===== config.mk =====
export PLATFORM = sky130hd
export DESIGN_NAME = uart_status_control
export DESIGN_NICKNAME = d
export VERILOG_FILES = /design/src/pkg/uart_types_pkg.sv /design/src/design/uart_fifo.sv /design/src/design/uart_status_control.sv
export VERILOG_INCLUDE_DIRS = /design/src /design/src/pkg
export SDC_FILE = /design/constraint.sdc
export NUM_CORES = 1
export LEC_CHECK = 0
export BUFFER_PORTS_ARGS = -buffer_cell sky130_fd_sc_hd__buf_2
export CELL_PAD_IN_SITES_DETAIL_PLACEMENT = 0
export CELL_PAD_IN_SITES_GLOBAL_PLACEMENT = 1
export CORE_UTILIZATION = 41
export DETAILED_ROUTE_END_ITERATION = 7
export PLACE_DENSITY = 0.81
export REMOVE_ABC_BUFFERS = 1
export SETUP_SLACK_MARGIN = 0.05
export SKIP_CTS_REPAIR_TIMING = 1
export SYNTH_ARGS = -nofsm -noshare
export SYNTH_HDL_FRONTEND = slang
export SYNTH_SLANG_ARGS = --single-unit

===== constraint.sdc =====
create_clock -name aclk -period 4.4 [get_ports aclk]
set_input_delay 0.88 -clock aclk [delete_from_list [all_inputs] [get_ports aclk]]
set_output_delay 0.88 -clock aclk [all_outputs]
set_load 0.02 [all_outputs]

===== src/pkg/uart_status_control_regs.svh =====
// Register offsets, field positions, reset values and timing counts
// of the serial status/control block. Included by the design files.
`ifndef UART_STATUS_CONTROL_REGS_SVH
`define UART_STATUS_CONTROL_REGS_SVH

// ==================================================================
// Byte offsets on the register bus
`define OFS_STATUS    8'h00
`define OFS_MODE      8'h04
`define OFS_BAUD      8'h08
`define OFS_TXDATA    8'h0C
`define OFS_RXDATA    8'h10
`define OFS_IRQ_STAT  8'h14
`define OFS_IRQ_MASK  8'h18

// ==================================================================
// Status/control field positions
`define STA_TXINV     14
`define STA_TXEN      10
`define STA_TXBF      9
`define STA_TX_SHIFTER_EMPTY      8
`define STA_RXSEL_LO  6
`define STA_ADDRESS_DETECT_ENABLE     5
`define STA_RECEIVER_IDLE     4
`define STA_PARITY_ERROR_FLAG      3
`define STA_FRAMING_ERROR_FLAG      2
`define STA_OVERRUN_ERROR_FLAG      1
`define STA_RXDA      0

// Mode register field positions
`define MODE_STOP     0
`define MODE_PSEL_LO  1
`define MODE_INFRARED_ENCODER_ENABLE     3

// ==================================================================
// Reset values
`define STA_RESET     16'h0110
`define BAUD_RESET    16'h0000

// ==================================================================
// Timing counts, in 16x oversample ticks or entries
`define SUB_LAST      4'd15
`define SUB_MID       4'd7
`define IR_PULSE      4'd3
`define FIFO_DEPTH    3'd4
`define RX_LVL_3Q     3'd3

`endif


===== src/pkg/uart_types_pkg.sv =====
// Types shared by the serial status/control block.
// Assumes nothing beyond a SystemVerilog compiler.
`default_nettype none

package uart_types_pkg;

  // ================================================================
  // Receive buffer entry: error flags travel with their character
  typedef struct packed {
    logic       parity_error_flag;   // Parity failed
    logic       framing_error_flag;   // Stop bit was low
    logic [8:0] data;   // Up to nine data bits
  } rx_entry_t;

  // Transmitter and receiver sequence states
  typedef enum logic [2:0] {TX_IDLE, TX_START, TX_DATA, TX_PARITY, TX_STOP} tx_state_t;
  typedef enum logic [2:0] {RX_IDLE, RX_START, RX_DATA, RX_PARITY, RX_STOP} rx_state_t;

endpackage

`default_nettype wire


===== src/design/uart_fifo.sv =====
// Four-entry shifting buffer; the head entry is always a register.
// Assumes a single clock and a synchronous active-low reset.
`include "uart_status_control_regs.svh"
`default_nettype none

module uart_fifo #(
  parameter int DW = 9
) (
  input  wire logic          aclk,
  input  wire logic          aresetn,
  input  wire logic          flush,      // Drops every entry
  input  wire logic          push,
  input  wire logic [DW-1:0] push_data,
  input  wire logic          pop,
  output logic      [DW-1:0] head,       // Oldest entry
  output logic      [2:0]    count
);
  logic [DW-1:0] ent [4];   // Entry 0 is the head
  logic          do_pop;
  logic          do_push;

  // A push into a full buffer is accepted only alongside a pop
  assign do_pop  = pop && (count != 3'd0);
  assign do_push = push && ((count != `FIFO_DEPTH) || do_pop);
  assign head    = ent[0];

  // ================================================================
  // One shifting stage per entry
  for (genvar i = 0; i < 4; i++) begin : g_ent
    always_ff @(posedge aclk) begin
      if (!aresetn) begin
        ent[i] <= '0;
      end else if (do_pop) begin
        if (do_push && (3'(i) == count - 3'd1)) begin
          ent[i] <= push_data;
        end else if (i < 3) begin
          ent[i] <= ent[(i < 3) ? i + 1 : i];
        end
      end else if (do_push && (3'(i) == count)) begin
        ent[i] <= push_data;
      end
    end
  end

  // Fill level; flush wins over everything
  always_ff @(posedge aclk) begin
    if (!aresetn || flush) begin
      count <= 3'd0;
    end else begin
      count <= count + 3'(do_push) - 3'(do_pop);
    end
  end

endmodule

`default_nettype wire


===== src/design/uart_status_control.sv =====
// Serial transmitter/receiver with status/control flags on AXI4-Lite.
// Assumes one 40 MHz clock; the serial input is already synchronous.
//
// Behaviour
// - Buffer-full flag set when no room left
// - Receive interrupt level: each, three, four characters
// - Address detect keeps ninth-bit-set characters only, in nine-bit mode
// - Idle flag reads one unless receiving
// - Parity error flag follows head character
// - Framing error flag follows head character
// - Overrun set on completion into full buffer
// - Clearing overrun empties buffer, resets shifter
// - Data-available flag while buffer not empty
// - Polarity invert acts only with infrared encoder
// - Four data/parity encodings, nine-bit without parity
`include "uart_status_control_regs.svh"
`default_nettype none

module uart_status_control
  import uart_types_pkg::*;
(
  input  wire logic        aclk,
  input  wire logic        aresetn,
  input  wire logic [7:0]  awaddr,
  input  wire logic        awvalid,
  output logic             awready,
  input  wire logic [31:0] wdata,
  input  wire logic [3:0]  wstrb,
  input  wire logic        wvalid,
  output logic             wready,
  output logic [1:0]       bresp,
  output logic             bvalid,
  input  wire logic        bready,
  input  wire logic [7:0]  araddr,
  input  wire logic        arvalid,
  output logic             arready,
  output logic [31:0]      rdata,
  output logic [1:0]       rresp,
  output logic             rvalid,
  input  wire logic        rready,
  input  wire logic        serial_rx_in,  // Receive line, idle high
  output logic             serial_tx_pin, // Transmit line
  output logic             serial_tx_oe,  // High while the block owns the pin
  output logic             irq            // Level interrupt
);
  // ================================================================
  // Control and status state
  logic        tx_enable;
  logic        tx_polarity_invert;
  logic        address_detect_enable;
  logic [1:0]  rx_irq_level_sel;
  logic [1:0]  data_parity_sel;        // 11 nine-bit, 10 odd, 01 even, 00 none
  logic        two_stop;
  logic        infrared_encoder_enable;
  logic        overrun_error_flag;
  logic [15:0] baud_div;               // 16x tick every baud_div+1 clocks
  logic [3:0]  irq_status;             // Rx level, tx empty, overrun, char error
  logic [3:0]  irq_mask;
  logic [3:0]  irq_event;

  // Bus slave holding registers
  logic        aw_held;
  logic        w_held;
  logic [7:0]  aw_addr_q;
  logic [31:0] wdata_q;
  logic [3:0]  wstrb_q;
  logic        do_write;
  logic        do_read;
  logic        wr_sta;

  // Datapath
  logic [15:0] baud_cnt;
  logic        tick16;                 // One-cycle 16x oversample enable
  logic        nine_bit;
  logic        parity_on;
  tx_state_t   tx_state;
  logic [3:0]  tx_sub;
  logic [3:0]  tx_bit;
  logic [8:0]  tx_shift;
  logic        tx_par;
  logic        tx_line;
  logic        next_tx_pin;
  logic [8:0]  tx_head;
  logic [2:0]  tx_count;
  logic        tx_push;
  logic        tx_load;
  logic        tx_buffer_full;
  logic        tx_shifter_empty;
  rx_state_t   rx_state;
  logic [3:0]  rx_sub;
  logic [3:0]  rx_bit;
  logic [8:0]  rx_shift;
  logic        rx_parity_error_flag_q;
  logic        rx_done;                // Stop bit sampled this cycle
  logic        rx_accept;
  logic        rx_push;
  logic        rx_pop;
  logic        ovr_clear;
  rx_entry_t   rx_new;
  rx_entry_t   rx_head;
  logic [2:0]  rx_count;
  logic        rx_data_available;
  logic        receiver_idle;
  logic        rx_level_hit;
  logic [15:0] sta_word;

  // ================================================================
  // AXI4-Lite write side: address and data taken in either order
  assign awready  = !aw_held;
  assign wready   = !w_held;
  assign do_write = aw_held && w_held && !bvalid;
  assign wr_sta   = do_write && (aw_addr_q == `OFS_STATUS);

  always_ff @(posedge aclk) begin
    if (!aresetn) begin
      aw_held   <= 1'b0;
      w_held    <= 1'b0;
      aw_addr_q <= 8'h00;
      wdata_q   <= 32'h0000_0000;
      wstrb_q   <= 4'h0;
      bvalid    <= 1'b0;
      bresp     <= 2'b00;
    end else begin
      if (awvalid && awready) begin
        aw_held   <= 1'b1;
        aw_addr_q <= awaddr;
      end
      if (wvalid && wready) begin
        w_held  <= 1'b1;
        wdata_q <= wdata;
        wstrb_q <= wstrb;
      end
      if (do_write) begin
        aw_held <= 1'b0;
        w_held  <= 1'b0;
        bvalid  <= 1'b1;
        // Offsets above OFS_IRQ_MASK answer with a slave error
        bresp   <= (aw_addr_q > `OFS_IRQ_MASK) ? 2'b10 : 2'b00;
      end else if (bready) begin
        bvalid <= 1'b0;
      end
    end
  end

  // ================================================================
  // Control fields; only the low two byte lanes carry them
  always_ff @(posedge aclk) begin
    if (!aresetn) begin
      tx_enable               <= 1'b0;
      tx_polarity_invert      <= 1'b0;
      address_detect_enable   <= 1'b0;
      rx_irq_level_sel        <= 2'b00;
      data_parity_sel         <= 2'b00;
      two_stop                <= 1'b0;
      infrared_encoder_enable <= 1'b0;
      baud_div                <= `BAUD_RESET;
      irq_mask                <= 4'h0;
    end else if (do_write) begin
      if (wr_sta && wstrb_q[1]) begin
        tx_polarity_invert <= wdata_q[`STA_TXINV];
        tx_enable          <= wdata_q[`STA_TXEN];
      end
      if (wr_sta && wstrb_q[0]) begin
        rx_irq_level_sel      <= wdata_q[`STA_RXSEL_LO +: 2];
        address_detect_enable <= wdata_q[`STA_ADDRESS_DETECT_ENABLE];
      end
      if (aw_addr_q == `OFS_MODE && wstrb_q[0]) begin
        two_stop                <= wdata_q[`MODE_STOP];
        data_parity_sel         <= wdata_q[`MODE_PSEL_LO +: 2];
        infrared_encoder_enable <= wdata_q[`MODE_INFRARED_ENCODER_ENABLE];
      end
      if (aw_addr_q == `OFS_BAUD) begin
        if (wstrb_q[0]) baud_div[7:0] <= wdata_q[7:0];
        if (wstrb_q[1]) baud_div[15:8] <= wdata_q[15:8];
      end
      if (aw_addr_q == `OFS_IRQ_MASK && wstrb_q[0]) begin
        irq_mask <= wdata_q[3:0];
      end
    end
  end

  // Overrun: hardware sets it, software may only clear it
  assign ovr_clear = wr_sta && wstrb_q[0] && !wdata_q[`STA_OVERRUN_ERROR_FLAG]
                     && overrun_error_flag;
  always_ff @(posedge aclk) begin
    if (!aresetn) begin
      overrun_error_flag <= 1'b0;
    end else if (rx_done && rx_accept && rx_count == `FIFO_DEPTH) begin
      overrun_error_flag <= 1'b1;
    end else if (ovr_clear) begin
      overrun_error_flag <= 1'b0;
    end
  end

  // ================================================================
  // Interrupt status: sticky, write one to clear, set wins
  assign rx_level_hit = rx_irq_level_sel[1]
                        ? (rx_irq_level_sel[0] ? (rx_count == `FIFO_DEPTH)
                                               : (rx_count >= `RX_LVL_3Q))
                        : rx_data_available;
  assign irq_event = {rx_push && (rx_new.parity_error_flag || rx_new.framing_error_flag),
                      rx_done && rx_accept && rx_count == `FIFO_DEPTH,
                      tx_enable && tx_count == 3'd0,
                      rx_level_hit};
  always_ff @(posedge aclk) begin
    if (!aresetn) begin
      irq_status <= 4'h0;
    end else begin
      irq_status <= (irq_status
                     & ~((do_write && aw_addr_q == `OFS_IRQ_STAT && wstrb_q[0])
                         ? wdata_q[3:0] : 4'h0))
                    | irq_event;
    end
  end
  assign irq = |(irq_status & irq_mask);

  // ================================================================
  // Read side; a read of the receive data pops the head
  assign arready = !rvalid;
  assign do_read = arvalid && arready;
  assign rx_pop  = do_read && (araddr == `OFS_RXDATA);

  assign rx_data_available = (rx_count != 3'd0);
  assign receiver_idle     = (rx_state == RX_IDLE);
  assign tx_buffer_full    = (tx_count == `FIFO_DEPTH);
  assign tx_shifter_empty  = (tx_count == 3'd0) && (tx_state == TX_IDLE);
  assign sta_word = {1'b0, tx_polarity_invert, 3'b000, tx_enable,
                     tx_buffer_full, tx_shifter_empty, rx_irq_level_sel,
                     address_detect_enable, receiver_idle,
                     rx_data_available && rx_head.parity_error_flag,
                     rx_data_available && rx_head.framing_error_flag,
                     overrun_error_flag, rx_data_available};

  always_ff @(posedge aclk) begin
    if (!aresetn) begin
      rvalid <= 1'b0;
      rdata  <= 32'h0000_0000;
      rresp  <= 2'b00;
    end else if (do_read) begin
      rvalid <= 1'b1;
      rresp  <= 2'b00;
      unique case (araddr)
        `OFS_STATUS:   rdata <= {16'h0000, sta_word};
        `OFS_MODE:     rdata <= {28'h000_0000, infrared_encoder_enable,
                                 data_parity_sel, two_stop};
        `OFS_BAUD:     rdata <= {16'h0000, baud_div};
        `OFS_TXDATA:   rdata <= 32'h0000_0000;
        `OFS_RXDATA:   rdata <= {23'h00_0000, rx_head.data};
        `OFS_IRQ_STAT: rdata <= {28'h000_0000, irq_status};
        `OFS_IRQ_MASK: rdata <= {28'h000_0000, irq_mask};
        default: begin
          rdata <= 32'h0000_0000;
          rresp <= 2'b10;
        end
      endcase
    end else if (rready) begin
      rvalid <= 1'b0;
    end
  end

  // ================================================================
  // Oversample divider
  always_ff @(posedge aclk) begin
    if (!aresetn || baud_cnt >= baud_div) begin
      baud_cnt <= 16'h0000;
    end else begin
      baud_cnt <= baud_cnt + 16'h0001;
    end
  end
  assign tick16    = aresetn && (baud_cnt >= baud_div);
  assign nine_bit  = (data_parity_sel == 2'b11);
  assign parity_on = (data_parity_sel == 2'b01) || (data_parity_sel == 2'b10);

  // ================================================================
  // Transmitter; writes into a full buffer are dropped unless a load pops that cycle
  assign tx_push = do_write && (aw_addr_q == `OFS_TXDATA) && tx_enable;
  assign tx_load = tx_enable && (tx_state == TX_IDLE) && (tx_count != 3'd0);

  uart_fifo #(.DW(9)) u_tx_fifo (
    .aclk      (aclk),
    .aresetn   (aresetn),
    .flush     (!tx_enable),
    .push      (tx_push),
    .push_data (wdata_q[8:0]),
    .pop       (tx_load),
    .head      (tx_head),
    .count     (tx_count)
  );

  always_ff @(posedge aclk) begin
    if (!aresetn || !tx_enable) begin
      tx_state <= TX_IDLE;
      tx_sub   <= 4'd0;
      tx_bit   <= 4'd0;
      tx_shift <= 9'h000;
      tx_par   <= 1'b0;
    end else if (tx_load) begin
      tx_state <= TX_START;
      tx_sub   <= 4'd0;
      tx_bit   <= 4'd0;
      tx_shift <= nine_bit ? tx_head : {1'b0, tx_head[7:0]};
      tx_par   <= (^tx_head[7:0]) ^ data_parity_sel[1];
    end else if (tx_state != TX_IDLE && tick16) begin
      tx_sub <= tx_sub + 4'd1;
      if (tx_sub == `SUB_LAST) begin
        unique case (tx_state)
          TX_START: tx_state <= TX_DATA;
          TX_DATA: begin
            tx_shift <= {1'b0, tx_shift[8:1]};
            tx_bit   <= tx_bit + 4'd1;
            if (tx_bit == (nine_bit ? 4'd8 : 4'd7)) begin
              tx_bit   <= 4'd0;
              tx_state <= parity_on ? TX_PARITY : TX_STOP;
            end
          end
          TX_PARITY: tx_state <= TX_STOP;
          TX_STOP: begin
            tx_bit <= tx_bit + 4'd1;
            if (!two_stop || tx_bit == 4'd1) tx_state <= TX_IDLE;
          end
          default: tx_state <= TX_IDLE;
        endcase
      end
    end
  end

  // Line level, then the infrared pulse shaper in front of the pin
  always_comb begin
    unique case (tx_state)
      TX_START:  tx_line = 1'b0;
      TX_DATA:   tx_line = tx_shift[0];
      TX_PARITY: tx_line = tx_par;
      default:   tx_line = 1'b1;
    endcase
    if (infrared_encoder_enable) begin
      // Short pulse for each zero bit; only here may polarity flip
      next_tx_pin = (!tx_line && tx_sub < `IR_PULSE) ^ tx_polarity_invert;
    end else begin
      next_tx_pin = tx_line;
    end
  end

  // Registered pin; released to port control while disabled
  always_ff @(posedge aclk) begin
    if (!aresetn) begin
      serial_tx_pin <= 1'b1;
      serial_tx_oe  <= 1'b0;
    end else begin
      serial_tx_pin <= next_tx_pin;
      serial_tx_oe  <= tx_enable;
    end
  end

  // ================================================================
  // Receiver; samples at mid-bit, resyncs at the stop bit
  assign rx_done   = (rx_state == RX_STOP) && tick16 && (rx_sub == `SUB_MID);
  assign rx_new    = '{parity_error_flag: rx_parity_error_flag_q, framing_error_flag: !serial_rx_in,
                       data: nine_bit ? rx_shift : {1'b0, rx_shift[8:1]}};
  assign rx_accept = !(address_detect_enable && nine_bit) || rx_shift[8];
  assign rx_push   = rx_done && rx_accept && !ovr_clear;

  uart_fifo #(.DW(11)) u_rx_fifo (
    .aclk      (aclk),
    .aresetn   (aresetn),
    .flush     (ovr_clear),
    .push      (rx_push),
    .push_data (rx_new),
    .pop       (rx_pop),
    .head      (rx_head),
    .count     (rx_count)
  );

  always_ff @(posedge aclk) begin
    if (!aresetn || ovr_clear) begin
      rx_state  <= RX_IDLE;
      rx_sub    <= 4'd0;
      rx_bit    <= 4'd0;
      rx_shift  <= 9'h000;
      rx_parity_error_flag_q <= 1'b0;
    end else if (rx_state == RX_IDLE) begin
      if (!serial_rx_in) begin
        rx_state  <= RX_START;
        rx_sub    <= 4'd0;
        rx_bit    <= 4'd0;
        rx_parity_error_flag_q <= 1'b0;
      end
    end else if (tick16) begin
      rx_sub <= rx_sub + 4'd1;
      if (rx_sub == `SUB_MID) begin
        unique case (rx_state)
          RX_START: if (serial_rx_in) rx_state <= RX_IDLE; // False start
          RX_DATA:  rx_shift <= {serial_rx_in, rx_shift[8:1]};
          RX_PARITY: rx_parity_error_flag_q <= serial_rx_in
                                  != ((^rx_shift[8:1]) ^ data_parity_sel[1]);
          RX_STOP:  rx_state <= RX_IDLE;
          default:  rx_state <= RX_IDLE;
        endcase
      end else if (rx_sub == `SUB_LAST) begin
        if (rx_state == RX_START) rx_state <= RX_DATA;
        if (rx_state == RX_PARITY) rx_state <= RX_STOP;
        if (rx_state == RX_DATA) begin
          rx_bit <= rx_bit + 4'd1;
          if (rx_bit == (nine_bit ? 4'd8 : 4'd7)) begin
            rx_state <= parity_on ? RX_PARITY : RX_STOP;
          end
        end
      end
    end
  end
endmodule

`default_nettype wire


Word level (Yosys, flattened, before mapping)
Memory sizes are Yosys's and may differ from the RTL's.
Cells that the tools add are included.

storage, ports and cells
  flip-flop bits (word level) = 166
  RAM bits = 80
  bits of input ports = 60
  output and inout bits = 44
  logic and storage cells = 424
  memories = 2

memories
  name           words  width  read ports  clocked after Yosys merged registers in  wr ports  RTL line         source
  u_rx_fifo.ent  4      11     4           0                                        4         uart_fifo.sv:18  logic [DW-1:0] ent [4];
  u_tx_fifo.ent  4      9      4           0                                        4         uart_fifo.sv:18

operators by class
  add/subtract/negate cells = 11
  $lt $le $gt $ge = 4
  equality and inequality tests = 53
  muxes and demuxes = 165
  bitwise gates (word level) = 31
  reduce and logical (&&, ||, !) cells = 120

operator list
  kind                     number
  $mux W9                  17
  $mux W11                 11
  $mux W1                  106
  $pmux W16 S6             1
  $logic_and A1 B1 Y1      53
  $mux W4                  11
  $eq A8 B5 Y1 const B     5
  $mux W3                  13
  $eq A8 B4 Y1 const B     4
  $eq A2 B3 Y1 const A     8
  $reduce_bool A2 Y1       12
  $or A1 B1 Y1             22
  $logic_not A3 Y1         6
  $add A16 B1 Y16 const B  1
  $add A4 B1 Y4 const B    4
  $eq A8 B3 Y1 const B     2
  $ge A16 B16 Y1           1
  $logic_not A8 Y1         2
  $reduce_and A4 Y1        4
  $reduce_xor A8 Y1        2
  $eq A1 B3 Y1 const A     4
  $eq A3 B2 Y1 const B     4
  $eq A3 B3 Y1 const B     4
  $logic_not A1 Y1         12
  36 further kinds         75

Depth between registers and ports, before layout
  depth after elaboration = 17
  depth in mapped cells = 14
  gate-level depth less buffers = 13

Hierarchy
From an unflattened synthesis, not the netlist that was laid out.

unflattened totals
  cells, all modules = 1,194
  area, all modules = 11,421.0 µm²

by module, submodules not included
  module                 instances  cells an instance  area an instance (µm²)  sequential area each (µm²)
  uart_status_control    1          872                7,150.6                 2,842.7
  uart_fifo (u_rx_fifo)  1          174                2,314.7                 1,381.3
  uart_fifo (u_tx_fifo)  1          148                1,955.6                 1,141.1

Worst setup path before layout
No wires, ideal clock.

  path type = input to register
  from = in araddr[5]
  to = mem u_rx_fifo.ent[3][0], enable pin
  library setup time = 0.394 ns
  data arrival time = 3.003 ns
  data required time = 4.006 ns
  setup slack = 1.003 ns
  stages on the path = 7
  buffers on the path = 2
  cell sequence = or3_1 -> clkbuf_1 -> or4_1 -> buf_2 -> inv_1 -> a21oi_1 -> o21ai_0

RTL lines
  element      RTL line                   source
  from (decl)  uart_status_control.sv:34  input wire logic [7:0] araddr,
  to (decl)    uart_fifo.sv:18

==> results.yml <==
timing:
  final-max-slew-violation-count: 0
  tns_ps: 0
  clock.fmax_mhz: 302
  rsz0062_at_grt: "false"
  final.min_clock_period_ps: 3320
  relSlewSlack_pct: 25.0
  setup_viol: 0
  fin_crit_sh_pct: 75.4
  hold_viol: 0
  hold_slack_ps: 456
  fin_worst_skew_ps: 9.71
  tightest_slew_ps: 1110
setup_path:
  worstPathArrival_ps: 3480
  max_stage_delay_ps: 540
  crit_type: "reg -> reg"
  cp_top_family: "simple AND/OR/NAND/NOR gates"
  crit_fanout: 15
  crit_path_cell_trace: "inv_1 > ha_1 > nand2_1 > nor4_1 > a21o_1 > and3_1 > nand2b_1"
  cp_num_buf_inv: 1
  cp_slowest_cell: "and3_1"
  cp-start-kind: "flop"
  crit_required_ps: 4560
  end_kind: "flop"
cts:
  h-tree-depth: 1
  cts_num_sinks: 228
  clk_path_buf_depth: 3
  clkLatencyLatePin_ps: 530
  cts.clk_slew.worst_paths_ps: 60
  cts_buffers: 26
  cts-root-buf: "clkbuf_16"
  cts_tree: "yes"
synthesis:
  ys.warnings.count: 0
  synth_area_um2: 11500
  ys_async_sr_fraction_pct: 0
  ys_ff_latch: 228
  syn-instance-count: 1219
  ys_types: 78
  synth-main-ff-cell: "dfxtp_1"
  synth_edf_count: 80
  synth.avg_cell_area_um2: 9.42
  ys_seq_area_share_pct: 46.7
global_route:
  grt_max_degree: 98
  grt_overflow: 0
  antenna_found_initial: 1
  grt_pass1_wl_mm: 45.1
  grt_use_total_pct: 19.6
  grt_pass1_vias: 8461
die:
  fp.coreArea_um2: 27300
  die_x_um: 169
  die_area_um2: 28700
  design.portCount: 104
  fp.dieH_um: 169
  start_util_pct: 42.2
  std_cell_rows: 60
status:
  status: "finished clean"
place:
  dpl.hpwl_mm: 20.1
  finalWeightedCongestion: 0.833
  port-buffer-count: 67
drt:
  wl_per_cell_um: 17.2
  drc: 0
  via_count: 9135
  wl_mm: 28.2
  avgViaCountPerCell: 5.55
  ant_nets: 0
  drt_iter0_markers: 571
  firstDrtPassIters: 5
cells_and_area:
  final_nets: 1344
  area_growth_pct: 13.2
  final_common_cell: "dfxtp_1"
  drive_above_1_share_pct: 12.1
  mostFrequentLayoutCells: "dfxtp_1 (148), nand2_1 (128), edfxtp_1 (80), nor2_1 (68), buf_2 (67)"
power_and_ir_drop:
  p_per_area_nw_per_um2: 370
  total_power_mw: 4.81
  power_leakage_nw: 4.55
  peakVddDrop_uv: 244
flow_run:
  cap_violations: 0
hold_path:
  min_path_type: "reg -> reg"
==> synthesized netlist by cell type, types with 10 or more instances <==
| library cell | number | area, um^2 |
|---|---|---|
| a21boi_0 | 33 | 248 |
| a21oi_1 | 49 | 245 |
| a22o_1 | 20 | 175 |
| a22oi_1 | 13 | 97.6 |
| a31oi_1 | 18 | 113 |
| and2_1 | 20 | 125 |
| and3_1 | 15 | 93.8 |
| buf_4 | 19 | 143 |
| clkbuf_1 | 63 | 236 |
| dfxtp_1 | 148 | 2960 |
| edfxtp_1 | 80 | 2400 |
| ha_1 | 28 | 350 |
| inv_1 | 35 | 131 |
| mux2i_1 | 58 | 581 |
| nand2_1 | 128 | 480 |
| nand2b_1 | 11 | 68.8 |
| nand3_1 | 47 | 235 |
| nor2_1 | 68 | 255 |
| nor2b_1 | 48 | 300 |
| nor3_1 | 36 | 180 |
| nor4_1 | 14 | 87.6 |
| o21ai_0 | 53 | 265 |
| o21ai_1 | 10 | 50.1 |
| o2bb2ai_1 | 10 | 87.6 |
| or3_1 | 16 | 100 |
| xnor2_1 | 23 | 201 |
| xor2_1 | 13 | 114 |
==> logic make-up (layout without fill, tap and decap cells) <==
kind of cell | Yosys count | after routing | share of synthesized area, %
AND/OR/NAND/NOR | 443 | 443 | 19.6
AO/OA/AOI/OAI | 287 | 287 | 17.0
adder cells (fa/ha/maj) | 30 | 30 | 3.40
flip-flops | 228 | 228 | 46.7
multiplexers | 59 | 59 | 5.18
other | 1 | 19 | 0.0326
buffers and inverters | 135 | 173 | 5.25
XOR/XNOR | 36 | 36 | 2.74
==> per-stage QoR <==
step	util, %	cells	setup slack, ps	area [um^2]
6_report	47.7	1647	1080	13000
2_1_floorplan	-	1137	866	11100
5_1_grt	47.7	1647	819	13000
3_5_place_dp	44.3	1598	721	12100
3_3_place_gp	44.3	1598	766	12100
4_1_cts	47.7	1646	1080	13000
==> path summary, 6_finish.rpt <==
check	from	to	slack (ps)	cells after the start
worst min-delay path	tx_par	tx_par	460	2
worst min register to register	tx_par	tx_par	460	2
worst max register to register	baud_div[15]	u_rx_fifo.ent[2][7]	1080	7
worst max-delay path	baud_div[15]	u_rx_fifo.ent[2][7]	1080	7
==> worst register-to-register path: cells and delay by family, from the launching register on <==
kind            cells  cell delay [ps]
flops               1              380
fa+ha+maj           1              290
compound gates      1              530
buf+inv             1               70
simple gates        4             1660
==> area by class of cell <==
type                    count  area (um^2)
repair buffers             89          513
fillers                  2560        14200
well taps                 372          465
diodes                      1         2.50
clock buffers              35          767
multi-input cells         873         5590
clock inverters            13          168
inverters                  36          135
flip-flops and latches    228         5370
==> report_power, final <==
| group | switching [mW] | internal (mW) | leakage [nW] |
|---|---|---|---|
| registers | 0.0397 | 2.23 | 2.01 |
| clock network | 0.867 | 1.45 | 0.451 |
| logic | 0.150 | 0.0786 | 2.08 |
==> layer usage <==
| layer | GRT usage, % | routed length, um |
|---|---|---|
| met1 | 27.2 | 13200 |
| met2 | 32.1 | 13100 |
| met3 | 2.31 | 1370 |
| met4 | 5.64 | 569 |
| met5 | 0 | 0 |
==> registers in the layout (all words and copies together), names as in the netlist, 4 cells and up <==
signal	flops
rx_bit	4
tx_bit	4
rx_shift	9
rdata	16
baud_div	16
rx_sub	4
u_rx_fifo.ent	44
wdata_q	16
tx_sub	4
irq_mask	4
aw_addr_q	8
u_tx_fifo.ent	36
irq_status	4
tx_shift	9
baud_cnt	16
No activity file was read; power rests on OpenSTA's default activity.
